==> src/common/sar_pkg.sv <==
// Package for the serial converter readout: frame counts, mode and state codes.
// Assumes a system clock of 25 MHz shared by both ends.
package sar_pkg;
  localparam int RES_BITS = 12;
  localparam int LEAD_ZEROS = 3;
  localparam logic [4:0] FRAME_FALLS = 5'h10;
  localparam logic [4:0] TRACK_RISE = 5'h0D;
  localparam logic [4:0] MODE_FALL = 5'h0A;
  localparam logic [4:0] NOISE_FALL = 5'h02;
  localparam int CLK_SYS_PERIOD_NS = 40;
  localparam int ACQ_TIME_NS = 350;
  localparam int ACQ_CYCLES =
    (ACQ_TIME_NS + CLK_SYS_PERIOD_NS - 1) / CLK_SYS_PERIOD_NS;
  localparam int SCLK_HALF_CYCLES = 4;
  localparam int FRAME_SCLKS = 20;
  localparam logic [RES_BITS-1:0] RESULT_RESET = 12'h000;
  typedef enum logic [1:0] {
    SAR_MODE_NORMAL = 2'b01,
    SAR_MODE_SHUTDOWN = 2'b10
  } sar_mode_e;
  typedef enum logic [3:0] {
    SAR_H_IDLE = 4'b0001,
    SAR_H_FRAME = 4'b0010,
    SAR_H_QUIET = 4'b0100,
    SAR_H_DONE = 4'b1000
  } sar_host_state_e;
endpackage : sar_pkg

==> src/common/sar_link_if.sv <==
// Three-wire link between the converter end and the host end.
// Resolves the result line from its output enable; a pull-down holds it low
// while released.
`timescale 1ns/1ps
`default_nettype none
interface sar_link_if;
  logic frame_sel_n;
  logic sclk;
  logic serial_result_out;
  logic serial_result_oe;
  wire logic serial_result_wire;
  // Released line reads as the pull-down level
  assign serial_result_wire = serial_result_oe ? serial_result_out : 1'b0;
  modport device (input frame_sel_n, input sclk,
    output serial_result_out, output serial_result_oe);
  modport host (output frame_sel_n, output sclk,
    input serial_result_wire);
endinterface : sar_link_if
`default_nettype wire

==> src/verilog/sar_device.sv <==
// Converter end: samples the link pins, runs the conversion and shifts out.
// Assumes link pins are asynchronous to clk_sys_in; result comes from a port.
// Summary of operation
// - Select fall samples input, starts conversion
// - Select fall starts driving result line
// - Thirteenth rising clock returns to track
// - Host waits 350ns after thirteenth rise
// - Release line after sixteenth fall or select rise
// - Host keeps quiet time between conversions
// - Host applies at least sixteen clocks per frame
// - Bits change on falls, captured next fall
// - Three zeros then twelve bits MSB first
// - Early select fall may add fourth zero
// - Host spaces select falls by hold+track+pad
// - Host uses twenty clock frame
// - Shorter frames allowed if timing met
// - Result is straight binary code
// - Successive approximation trial word is result
// - Select low enters normal mode, converts
// - Rise after second, before tenth fall enters shutdown
// - Shutdown holds until select goes low
// - Rise before second fall keeps mode
// - Rise after tenth aborts, stays normal
// - First result after shutdown invalid
`timescale 1ns/1ps
`default_nettype none
module sar_device
  import sar_pkg::*;
#(
  parameter int RESULT_WIDTH = 12
) (
  // Clock, reset, enable
  input wire logic clk_sys_in,
  input wire logic rst_in,
  input wire logic clk_en_in,
  // Analog stand-in: input value as a code, compared with each trial word
  input wire logic [RESULT_WIDTH-1:0] sample_code_in,
  // Link
  sar_link_if.device link,
  // Status
  output logic [RESULT_WIDTH-1:0] result_out,
  output logic result_valid_out,
  output logic shutdown_out,
  output logic tracking_out
);
  import sar_pkg::*;

  initial begin
    if (RESULT_WIDTH != RES_BITS) $error("RESULT_WIDTH must be 12");
  end

  // Pin synchronisers
  logic cs_s1_reg, cs_s2_reg, cs_d_reg;
  logic ck_s1_reg, ck_s2_reg, ck_d_reg;
  always_ff @(posedge clk_sys_in or posedge rst_in) begin
    if (rst_in) begin
      cs_s1_reg <= 1'b1;
      cs_s2_reg <= 1'b1;
      cs_d_reg <= 1'b1;
      ck_s1_reg <= 1'b0;
      ck_s2_reg <= 1'b0;
      ck_d_reg <= 1'b0;
    end else if (clk_en_in) begin
      cs_s1_reg <= link.frame_sel_n;
      cs_s2_reg <= cs_s1_reg;
      cs_d_reg <= cs_s2_reg;
      ck_s1_reg <= link.sclk;
      ck_s2_reg <= ck_s1_reg;
      ck_d_reg <= ck_s2_reg;
    end
  end

  logic cs_fall, cs_rise, ck_rise, ck_fall;
  assign cs_fall = cs_d_reg & ~cs_s2_reg;
  assign cs_rise = ~cs_d_reg & cs_s2_reg;
  assign ck_rise = ~ck_d_reg & ck_s2_reg & ~cs_s2_reg;
  assign ck_fall = ck_d_reg & ~ck_s2_reg & ~cs_s2_reg;

  // Frame state
  logic [4:0] rise_cnt_reg, rise_cnt_next;
  logic [4:0] fall_cnt_reg, fall_cnt_next;
  logic bit_reg, bit_next;
  logic up_reg, up_next;
  logic prior_shut_reg, prior_shut_next;
  logic [4:0] data_idx;
  logic [RESULT_WIDTH-1:0] trial_reg, trial_next;
  logic [3:0] bit_idx_reg, bit_idx_next;
  logic drive_reg, drive_next;
  logic track_reg, track_next;
  logic warm_reg, warm_next;
  sar_mode_e mode_reg, mode_next;
  logic [RESULT_WIDTH-1:0] result_reg, result_next;
  logic valid_reg, valid_next;

  // Next-state logic for the conversion and shift
  always_comb begin
    rise_cnt_next = rise_cnt_reg;
    fall_cnt_next = fall_cnt_reg;
    bit_next = bit_reg;
    up_next = up_reg;
    prior_shut_next = prior_shut_reg;
    data_idx = 5'(LEAD_ZEROS + RESULT_WIDTH - 1) - (fall_cnt_reg + 5'h01);
    trial_next = trial_reg;
    bit_idx_next = bit_idx_reg;
    drive_next = drive_reg;
    track_next = track_reg;
    warm_next = warm_reg;
    mode_next = mode_reg;
    result_next = result_reg;
    valid_next = 1'b0;
    if (cs_s2_reg && !cs_rise) begin
      rise_cnt_next = 5'h00;
      fall_cnt_next = 5'h00;
    end
    if (cs_fall) begin
      track_next = 1'b0;
      drive_next = 1'b1;
      mode_next = SAR_MODE_NORMAL;
      warm_next = up_reg;
      prior_shut_next = (mode_reg == SAR_MODE_SHUTDOWN);
      trial_next = {1'b1, {(RESULT_WIDTH-1){1'b0}}};
      bit_idx_next = 4'(RESULT_WIDTH - 1);
      bit_next = 1'b0;
      rise_cnt_next = 5'h00;
      fall_cnt_next = 5'h00;
    end else if (cs_rise) begin
      drive_next = 1'b0;
      track_next = 1'b1;
      if (fall_cnt_reg >= NOISE_FALL && fall_cnt_reg < MODE_FALL) begin
        mode_next = SAR_MODE_SHUTDOWN;
        up_next = 1'b0;
      end else if (fall_cnt_reg < NOISE_FALL) begin
        // Noise pulse: restore the mode held before this frame
        mode_next = prior_shut_reg ? SAR_MODE_SHUTDOWN : SAR_MODE_NORMAL;
      end // keeps normal
    end else begin
      if (ck_rise) begin
        rise_cnt_next = rise_cnt_reg + 5'h01;
        if (rise_cnt_reg + 5'h01 == TRACK_RISE) begin
          track_next = 1'b1;
        end
        // One trial bit decided per rising edge until the word is done
        if (!track_reg && rise_cnt_reg < 5'(RESULT_WIDTH)) begin
          if (sample_code_in < trial_reg) begin
            trial_next[bit_idx_reg] = 1'b0;
          end
          if (bit_idx_reg != 4'h0) begin
            trial_next[bit_idx_reg - 4'h1] = 1'b1;
            bit_idx_next = bit_idx_reg - 4'h1;
          end
        end
        if (rise_cnt_reg + 5'h01 == TRACK_RISE) begin
          if (warm_reg) begin
            result_next = trial_next;
            valid_next = 1'b1;
          end
        end
      end
      if (ck_fall) begin
        fall_cnt_next = fall_cnt_reg + 5'h01;
        // Leading zeros, then each decided trial bit, MSB first
        bit_next = 1'b0;
        if (data_idx < 5'(RESULT_WIDTH)) begin
          bit_next = trial_reg[data_idx[3:0]];
        end
        if (fall_cnt_reg + 5'h01 == MODE_FALL) begin
          up_next = 1'b1;
        end
        if (fall_cnt_reg + 5'h01 == FRAME_FALLS) begin
          drive_next = 1'b0;
        end
      end
    end
  end

  // Registers for the frame state
  always_ff @(posedge clk_sys_in or posedge rst_in) begin
    if (rst_in) begin
      rise_cnt_reg <= 5'h00;
      fall_cnt_reg <= 5'h00;
      bit_reg <= 1'b0;
      up_reg <= 1'b0;
      prior_shut_reg <= 1'b0;
      trial_reg <= RESULT_RESET;
      bit_idx_reg <= 4'h0;
      drive_reg <= 1'b0;
      track_reg <= 1'b1;
      warm_reg <= 1'b0;
      mode_reg <= SAR_MODE_NORMAL;
      result_reg <= RESULT_RESET;
      valid_reg <= 1'b0;
    end else if (clk_en_in) begin
      rise_cnt_reg <= rise_cnt_next;
      fall_cnt_reg <= fall_cnt_next;
      bit_reg <= bit_next;
      up_reg <= up_next;
      prior_shut_reg <= prior_shut_next;
      trial_reg <= trial_next;
      bit_idx_reg <= bit_idx_next;
      drive_reg <= drive_next;
      track_reg <= track_next;
      warm_reg <= warm_next;
      mode_reg <= mode_next;
      result_reg <= result_next;
      valid_reg <= valid_next;
    end
  end

  // Data bit register; leading bits are zero
  assign link.serial_result_out = bit_reg;
  assign link.serial_result_oe = drive_reg;
  assign result_out = result_reg;
  assign result_valid_out = valid_reg;
  assign shutdown_out = mode_reg[1];
  assign tracking_out = track_reg;
endmodule : sar_device
`default_nettype wire

==> src/flat_wrapper.sv <==
// flat-port wrapper written by rule: the top's interface ports become plain ports
module sar_device_flat import sar_pkg::*;
#(
  parameter int RESULT_WIDTH = 12
)
  (clk_sys_in, rst_in, clk_en_in, sample_code_in, result_out, result_valid_out, shutdown_out, tracking_out, link_frame_sel_n, link_sclk, link_serial_result_out, link_serial_result_oe);
  sar_link_if link_i ();
  input wire logic clk_sys_in;
  input wire logic rst_in;
  input wire logic clk_en_in;
  input wire logic [RESULT_WIDTH-1:0] sample_code_in;
  output logic [RESULT_WIDTH-1:0] result_out;
  output logic result_valid_out;
  output logic shutdown_out;
  output logic tracking_out;
  input wire logic [$bits(link_i.frame_sel_n)-1:0] link_frame_sel_n;
  input wire logic [$bits(link_i.sclk)-1:0] link_sclk;
  output wire logic [$bits(link_i.serial_result_out)-1:0] link_serial_result_out;
  output wire logic [$bits(link_i.serial_result_oe)-1:0] link_serial_result_oe;
  assign link_i.frame_sel_n = link_frame_sel_n;
  assign link_i.sclk = link_sclk;
  assign link_serial_result_out = link_i.serial_result_out;
  assign link_serial_result_oe = link_i.serial_result_oe;
  sar_device #(.RESULT_WIDTH(RESULT_WIDTH)) u_core (.clk_sys_in(clk_sys_in), .rst_in(rst_in), .clk_en_in(clk_en_in), .sample_code_in(sample_code_in), .link(link_i), .result_out(result_out), .result_valid_out(result_valid_out), .shutdown_out(shutdown_out), .tracking_out(tracking_out));
endmodule
==> config.mk <==
export PLATFORM = sky130hd
export DESIGN_NAME = sar_device_flat
export DESIGN_NICKNAME = d
export VERILOG_FILES = /design/src/common/sar_pkg.sv /design/src/common/sar_link_if.sv /design/src/verilog/sar_device.sv /design/src/flat_wrapper.sv
export SDC_FILE = /design/constraint.sdc
export NUM_CORES = 1
export LEC_CHECK = 0
export BUFFER_PORTS_ARGS = -buffer_cell sky130_fd_sc_hd__buf_2
export CORE_ASPECT_RATIO = 0.8
export CORE_UTILIZATION = 45
export DETAILED_ROUTE_END_ITERATION = 16
export SLEW_MARGIN = 20
export SYNTH_ARGS = -nofsm -noshare
export SYNTH_HDL_FRONTEND = slang
export SYNTH_SLANG_ARGS = --single-unit
==> constraint.sdc <==
create_clock -name clk_sys_in -period 2.4 [get_ports clk_sys_in]
set_input_delay 0.48 -clock clk_sys_in [delete_from_list [all_inputs] [get_ports clk_sys_in]]
set_output_delay 0.48 -clock clk_sys_in [all_outputs]
set_load 0.05 [all_outputs]
==> qor.yml, run 1 <==
timing:
  drv_slew: 0
  fmax_ghz: 0.449
  relSlewSlack: 0.622
  tns_ns: 0
  fin_crit_sh: 0.929
  min_period_ns: 2.23
  setup_violations: 0
  worstMarginPinSlew_ns: 0.566
  final_hold_viol_count: 0
  finalClockSkew_ns: 0.00641
critical_path:
  reg2regPathDepth: 7
  crit_path_end_kind: "flip-flop"
  r2r_slack_ns: 0.17
  crit_type: "flip-flop to flip-flop"
  worst-path-buf-inv: 2
  critPathMaxStageDelay_ns: 0.62
  critical-path-top-delay-family: "simple AND/OR/NAND/NOR gates"
  worstPathMaxFanout: 10
  worstReg2RegEnd: "u_core.trial_reg[10]"
  r2r_start: "u_core.cs_d_reg"
  crit_slowest_cell: "or4b_1"
  required_ns: 2.60
  worstPathArrival_ns: 2.43
  startpoint_type: "flip-flop"
  crit_chain: "inv_1 > ha_1 > or4b_1 > nor3_4 > buf_4 > nor2_1 > a211oi_1"
clock_tree:
  cts-root-buf: "clkbuf_8"
  cts.sinks: 53
  clk_latency_ns: 0.31
  cts_buffers: 5
  clk_path_buf_depth: 2
  postCtsHoldBufs: 0
  path_clk_slew_ns: 0.10
  cts_tree: "yes"
  htreeDepth: 2
routing:
  ant_nets: 0
  dr_wl_met2_mm: 4.39
  detail_route.wirelength_mm: 10.1
  firstDrtPassIters: 5
  routed.top_layer: "met4"
  dr_total_vias: 3439
  drtIter0Drc: 313
  routedLengthMet1_mm: 5.02
  route.detailed.drc: 0
  via_per_inst: 6.08
  met3_length_um: 673
  wire_per_inst_um: 17.9
yosys:
  ys_types: 70
  yosys_warnings: 0
  postSynthAreaPerCell_um2: 8.81
  synth_edf_count: 0
  synthCells: 426
  syn_nets: 466
  synthArstFlopShare: 1.00
  seq_area_frac_synth: 0.355
  ys_ff_latch: 53
  synth_area_mm2: 0.00375
  synth_ff_type: "dfrtp_1"
floorplan:
  rows: 29
  die_area_mm2: 0.00871
  initial_core_util: 0.468
  num_io_pins: 34
  die_width_um: 104
  coreArea_mm2: 0.00802
  die_y_um: 83.7
job:
  drv_cap: 0
placement:
  placed_cells: 558
  place_congestion: 0.928
  hpwlAfterDp_mm: 7.52
  io_buffers: 33
  dpl_cell_area_mm2: 0.00407
status:
  status: "finished, final reports clean"
final_layout:
  multi_input_area_mm2: 0.00218
  finish.instance_area_mm2: 0.00417
  fillers: 768
  final_cells: 566
  register_area_mm2: 0.00133
  area_growth_pct: 11.1
  final_nets: 497
  postLayoutCoreUtil: 0.520
  final_layout_size_suffix_gt1_frac: 0.192
  num_antenna_cells: 0
global_route:
  grt_pass1_vias: 3301
  grt-ovfl-total: 0
  antenna_found_initial: 0
  grt.total_usage: 0.246
  grt_max_degree: 54
  grt_pass1_wl_mm: 17.2
pwr:
  power.total_uw: 3170
  power_density_mw_per_mm2: 760
  power_leakage_uw: 0.00175
  vdd_drop_max_uv: 511
hold_path:
  min_path_type: "input port to async pin"
## layout by cell type, fill, tap and decap left out, types with 4 or more instances in the layout
master	Yosys	final
dfrtp_1	48	48
nor4_1	4	4
nand2_1	31	31
nand4_1	6	6
o22ai_1	8	8
a21oi_1	31	31
clkbuf_8	0	6
o31ai_1	11	11
mux2i_1	4	4
o21a_1	7	6
or3_1	4	4
nand2b_1	4	4
a31oi_1	11	11
nor2_1	24	24
buf_4	0	17
buf_2	12	33
ha_1	23	23
nand3_1	26	26
a2bb2oi_1	5	5
mux2_2	6	6
o41ai_1	4	4
a22oi_1	4	4
o21ai_0	20	20
inv_1	29	28
o211ai_1	4	4
dfstp_2	5	5
nor2b_1	4	4
nor3_1	13	13
## where the power goes
| part | total, uW | switching [uW] | leakage, uW | internal [uW] |
|---|---|---|---|---|
| Sequential | 1300 | 251 | 0.000687 | 1050 |
| Clock | 563 | 322 | 0.0000518 | 241 |
| Combinational | 1300 | 782 | 0.00101 | 522 |
| Total | 3170 | 1360 | 0.00175 | 1820 |
## worst max-delay path by stage
stage                                  from                       endpoint  slack (ns)  cells past startpoint
after floorplan             u_core.cs_d_reg           u_core.result_out[1]        0.30                      8
after global placement    sample_code_in[7]           u_core.result_out[4]        0.12                      7
after detailed placement  sample_code_in[5]          u_core.result_out[11]        0.12                      7
after CTS                   u_core.cs_d_reg           u_core.trial_reg[10]        0.19                      7
after global routing        u_core.cs_d_reg  u_core.link.serial_result_out      -0.008                      9
final                       u_core.cs_d_reg           u_core.trial_reg[10]        0.17                      7
## metal layers
metal | global-route usage | vias to the layer above
met5 | 0 | -
met4 | 0.0351 | 0
met3 | 0.0304 | 8
met2 | 0.375 | 122
met1 | 0.380 | 1667
li1 | - | 1642
## kinds of logic (layout without fill, tap and decap cells)
logic type                 count (synthesis)  count (layout)  synth area share
AOI/OAI and AO/OA                        133             133             0.239
xor gates and xnor gates                   5               5            0.0117
adders and majority gates                 23              23            0.0767
buffers and inverters                     57              89            0.0653
DFF                                       53              53             0.355
muxes                                     13              13            0.0467
and+or+nand+nor                          142             142             0.206
## synth_stat cells, types with 8 or more instances
cell type	number	share of area
a21oi_1	31	0.041
o22ai_1	8	0.013
nand2_1	31	0.031
nor2_1	24	0.024
nand3_1	26	0.035
buf_2	12	0.016
nor3_1	13	0.017
clkbuf_1	10	0.010
o21ai_0	20	0.027
inv_1	29	0.029
ha_1	23	0.077
a31oi_1	11	0.018
dfrtp_1	48	0.32
o31ai_1	11	0.022
## timing repair
| item | in CTS | in global routing |
|---|---|---|
| buffers inserted | 0 | 0 |
| resized for setup | 0 | 2 |
| setup endpoints to repair | 0 | 4 |
## cell type report
cell class	count	share of cell area
clock buffers	6	0.0198
clock inverters	2	0.00420
repair buffers	51	0.0750
multi-input cells	316	0.522
inverters	30	0.0270
well taps	108	0.0324
flip-flops and latches	53	0.319
## worst min-delay path, stage by stage
cell and delay (ns):
buf_2 0.10, inv_2 0.06, buf_12 0.26
## through the flow
step                setup slack (ns)  hold slack [ns]
floorplan                      0.300            0.443
global placement               0.118            0.456
detailed placement             0.121            0.472
CTS                            0.187            0.211
global route                -0.00818            0.223
finish                         0.170            0.200
Note: power is estimated with default switching activity, not from simulation.
==> run 2, diff against run 1 <==
- CORE_MARGIN: default -> 2
==> run 2 against run 1 <==
Compared with the run above: sequential power barely moved; critical path type unchanged; highest routed layer unchanged; hold slack improved by 0.011 ns; combinational power rose by 3%; worst setup slack got worse by 0.0056 ns.
==> qor.yml, run 2 (synthesis results as in run 1) <==
final_layout:
  final_cells: 570
  final_common_cell: "dfrtp_1"
  layout_common_cells: "48 x dfrtp_1, 33 x buf_2, 31 x nand2_1, 31 x a21oi_1, 28 x inv_1"
  final_nets: 501
  area_growth_pct: 12.1
  finish.instance_area_mm2: 0.00421
  final_layout_size_suffix_gt1_frac: 0.197
  fillers: 759
  num_antenna_cells: 0
global_route:
  grt_max_degree: 27
  antenna_found_initial: 0
  grt_pass1_vias: 3267
  grt-ovfl-total: 0
  grt_pass1_wl_mm: 17.2
  grt.total_usage: 0.238
timing:
  rsz0062_at_grt: "false"
  setup_violations: 0
  fin_crit_sh: 0.931
  fmax_ghz: 0.447
  worstMarginPinSlew_ns: 0.583
  min_period_ns: 2.24
  relSlewSlack: 0.611
  tns_ns: 0
  finalClockSkew_ns: 0.0114
  drv_slew: 0
  final_hold_viol_count: 0
pwr:
  comb_power_share: 0.422
  seqPwrFrac: 0.405
  cell_internal_pwr_uw: 1820
  p_clk_frac: 0.173
  vdd_drop_max_uv: 591
  power_leakage_uw: 0.00177
  p_switching_uw: 1350
  power_density_mw_per_mm2: 754
  switching_share: 0.425
  power.total_uw: 3170
job:
  drv_cap: 0
clock_tree:
  cts_buffers: 5
  htreeDepth: 2
  cts_resized: 0
  cts-root-buf: "clkbuf_8"
  clk_path_buf_depth: 2
  postCtsHoldBufs: 0
  post_cts_buffers: 0
  cts.sinks: 53
  path_clk_slew_ns: 0.10
  cts_tree: "yes"
  clk_latency_ns: 0.31
routing:
  ant_nets: 0
  wire_per_inst_um: 17.8
  drtIter0Drc: 285
  route.detailed.drc: 0
  detail_route.wirelength_mm: 10.2
  firstDrtPassIters: 5
  via_per_inst: 6.05
  dr_total_vias: 3446
critical_path:
  worstPathMaxFanout: 9
  required_ns: 2.65
  startpoint_type: "flip-flop"
  crit_path_end_kind: "flip-flop"
  crit_type: "flip-flop to flip-flop"
  worstPathArrival_ns: 2.48
placement:
  io_buffers: 33
  hpwlAfterDp_mm: 7.62
  place_congestion: 0.913
  dpl_cell_area_mm2: 0.00411
  placed_cells: 562
floorplan:
  die_width_um: 106
  rows: 29
  die_area_mm2: 0.00909
  coreArea_mm2: 0.00802
  die_y_um: 85.7
  initial_core_util: 0.468
  num_io_pins: 34
hold_path:
  min_path_type: "input port to async pin"
status:
  status: "finished, final reports clean"
run 2: routing by layer:
metal	vias to the layer above	wire length, um	track usage
met5	-	0	0
met4	0	125	0.0550
met3	11	769	0.0517
met2	142	4160	0.338
met1	1641	5110	0.369
li1	1652	-	-
run 2: stage by stage:
step                      setup slack [ns]   util  hold slack [ns]
after floorplan                      0.300      -            0.443
after global placement               0.125  0.513            0.461
after detailed placement            0.0972  0.513            0.466
after CTS                            0.161  0.525            0.227
after global routing               0.00982  0.525            0.248
final                                0.165  0.525            0.211
run 2: worst paths after layout:
| check | from | end | slack (ns) | depth (start not counted) |
|---|---|---|---|---|
| setup / recovery | u_core.cs_d_reg | u_core.result_out[11] | 0.16 | 7 |
| hold / removal | rst_in | u_core.result_valid_out | 0.21 | 2 |
| setup reg to reg | u_core.cs_d_reg | u_core.result_out[11] | 0.16 | 7 |
| hold reg to reg | u_core.prior_shut_reg | u_core.prior_shut_reg | 0.48 | 2 |
| max in group asynchronous | rst_in | u_core.cs_s1_reg | 1.48 | 3 |
| min in group clk_sys_in | link_sclk | u_core.ck_s1_reg | 0.41 | 2 |
run 2: critical path, cell delays in order, from the launching register on:
cell and delay, ns:
dfstp_2 0.57, inv_1 0.06, ha_1 0.25, nor4b_4 0.41, and3_1 0.29, and2_1 0.26, buf_12 0.16, o221a_1 0.17
run 2: power groups by stage:
| stage | clock [uW] | combinational (uW) | sequential (uW) |
|---|---|---|---|
| after floorplan | 0 | 986 | 1290 |
| after global placement | 0 | 1320 | 1290 |
| after detailed placement | 0 | 1330 | 1300 |
| after CTS | 570 | 1340 | 1280 |
| after global routing | 614 | 1480 | 1320 |
| final | 550 | 1340 | 1280 |
run 2: cell type report:
class	count	area, um^2	area share
multi-input cells	316	2180	0.517
flip-flops and latches	53	1330	0.317
repair buffers	55	355	0.0844
well taps	108	135	0.0321
inverters	30	113	0.0268
clock buffers	6	82.6	0.0196
clock inverters	2	13.8	0.00327
==> run 3, diff against run 2 <==
- PLACE_DENSITY_LB_ADDON: default -> 0.12
==> run 3 against run 2 <==
Compared with the run above: sequential share of layout area up 0.094 points; hold slack better by 0.025 ns; design area down 0.30%; largest cell class unchanged.
==> qor.yml, run 3 (synthesis results as in run 1) <==
final_layout:
  final_common_cell: "dfrtp_1"
  area_growth_pct: 11.8
  final_nets: 498
  layout_common_cells: "48 x dfrtp_1, 33 x buf_2, 31 x nand2_1, 31 x a21oi_1, 28 x inv_1"
  final_layout_size_suffix_gt1_frac: 0.196
  finish.instance_area_mm2: 0.00420
  fillers: 762
  num_antenna_cells: 0
timing:
  min_period_ns: 2.23
  rsz0062_at_grt: "false"
  finalClockSkew_ns: 0.0150
  worstMarginPinSlew_ns: 0.642
  drv_slew: 0
  setup_violations: 0
  relSlewSlack: 0.572
  final_hold_viol_count: 0
  fin_crit_sh: 0.930
  tns_ns: 0
  fmax_ghz: 0.448
critical_path:
  crit_type: "flip-flop to flip-flop"
  worstPathArrival_ns: 2.44
  r2r_start: "u_core.cs_d_reg"
  reg2regPathDepth: 7
  path_depth: 7
  r2r_slack_ns: 0.17
  critPathMaxStageDelay_ns: 0.64
  startpoint_type: "flip-flop"
  worst-path-buf-inv: 2
  cp-endpoint: "u_core.trial_reg[2]"
  crit_path_end_kind: "flip-flop"
  critPathLaunch: "u_core.cs_d_reg"
  critical-path-top-delay-family: "simple AND/OR/NAND/NOR gates"
  required_ns: 2.61
  crit_chain: "inv_1 > ha_1 > or4b_1 > nor3_4 > buf_12 > nand2_1 > o21ai_0"
  worstReg2RegEnd: "u_core.trial_reg[2]"
  crit_slowest_cell: "or4b_1"
  worstPathMaxFanout: 10
clock_tree:
  path_clk_slew_ns: 0.12
  cts.sinks: 53
  cts_tree: "yes"
  cts-root-buf: "clkbuf_8"
  clk_latency_ns: 0.32
  cts_buffers: 5
  clk_path_buf_depth: 2
  htreeDepth: 2
floorplan:
  coreArea_mm2: 0.00802
  rows: 29
  num_io_pins: 34
  die_width_um: 106
  die_area_mm2: 0.00909
  initial_core_util: 0.468
  die_y_um: 85.7
placement:
  io_buffers: 33
  hpwlAfterDp_mm: 7.53
  place_congestion: 0.882
  dpl_cell_area_mm2: 0.00410
global_route:
  met2_usage: 0.333
  busiest_layer: "met1"
  grt.total_usage: 0.231
  met3_usage: 0.0304
  antenna_found_initial: 0
  grt_pass1_vias: 3119
  grt-ovfl-total: 0
  grt_pass1_wl_mm: 16.7
  grt_max_degree: 29
  use_met1: 0.369
pwr:
  power_density_mw_per_mm2: 754
  vdd_drop_max_uv: 445
  power_leakage_uw: 0.00175
hold_path:
  min_path_type: "input port to async pin"
routing:
  drtIter0Drc: 323
  via_per_inst: 6.01
  dr_total_vias: 3409
  ant_nets: 0
  firstDrtPassIters: 4
  wire_per_inst_um: 17.9
  detail_route.wirelength_mm: 10.2
  route.detailed.drc: 0
status:
  status: "finished, final reports clean"
job:
  drv_cap: 0
-- run 3: cell types whose count changed in the layout (fill, tap and decap cells not counted) --
| cell | delta |
|---|---|
| ha_1 | -1 |
| clkbuf_8 | -1 |
| clkinvlp_4 | +1 |
| and2_2 | +1 |
| buf_12 | +1 |
| inv_6 | +1 |
| buf_4 | -4 |
| clkinv_4 | -1 |
| ha_2 | +1 |
| and2_1 | -1 |
-- run 3: how the worst min path moves through the flow --
stage                                         to  slack [ns]  cells past startpoint
after floorplan            u_core.prior_shut_reg        0.44                      2
after global placement     u_core.prior_shut_reg        0.45                      2
after detailed placement   u_core.prior_shut_reg        0.46                      2
after CTS                 u_core.rise_cnt_reg[0]        0.25                      2
after global routing      u_core.rise_cnt_reg[0]        0.29                      2
final                        u_core.trial_reg[5]        0.24                      2
-- run 3: area by class of cell --
cell class / instances / area (um^2) / share of cell area
multi-input combinational: 316 / 2180 / 0.520
sequential: 53 / 1330 / 0.318
timing repair buffer: 52 / 345 / 0.0823
tap: 108 / 135 / 0.0322
inverter: 30 / 113 / 0.0268
clock buffer: 5 / 68.8 / 0.0164
clock inverter: 3 / 21.3 / 0.00507
-- run 3: worst reg2reg max path: stages, from the launching register on --
cell and delay (ns):
dfstp_2 0.57, inv_1 0.06, ha_1 0.24, or4b_1 0.64, nor3_4 0.20, buf_12 0.15, nand2_1 0.05, o21ai_0 0.22
-- run 3: per-stage QoR --
| stage | power (uW) | std cells | worst slack [ns] | utilization | hold WS [ns] |
|---|---|---|---|---|---|
| floorplan | 2270 | 426 | 0.300 | - | 0.443 |
| global placement | 2600 | 559 | 0.119 | 0.511 | 0.454 |
| detailed placement | 2620 | 559 | 0.0875 | 0.511 | 0.462 |
| CTS | 3160 | 567 | 0.135 | 0.523 | 0.248 |
| global route | 3380 | 567 | 0.0350 | 0.523 | 0.288 |
| finish | 3170 | 567 | 0.169 | 0.523 | 0.236 |
-- run 3: what timing repair did --
action,CTS,global route
buffers inserted,0,0
gates resized for setup,0,3
hold buffers,0,0
endpoints found under the setup margin,0,3
-- run 3: metal layers --
layer / vias up / wire length (um) / part of all wire
met4: 0 / 70 / 0.0069
met3: 7 / 671 / 0.066
met2: 128 / 4350 / 0.43
met5: - / 0 / 0
li1: 1643 / - / -
met1: 1631 / 5070 / 0.50
-- run 3: report_power, final --
part	switching, uW	internal (uW)
sequential	248	1050
clock	334	208
combinational	787	534
total	1370	1800
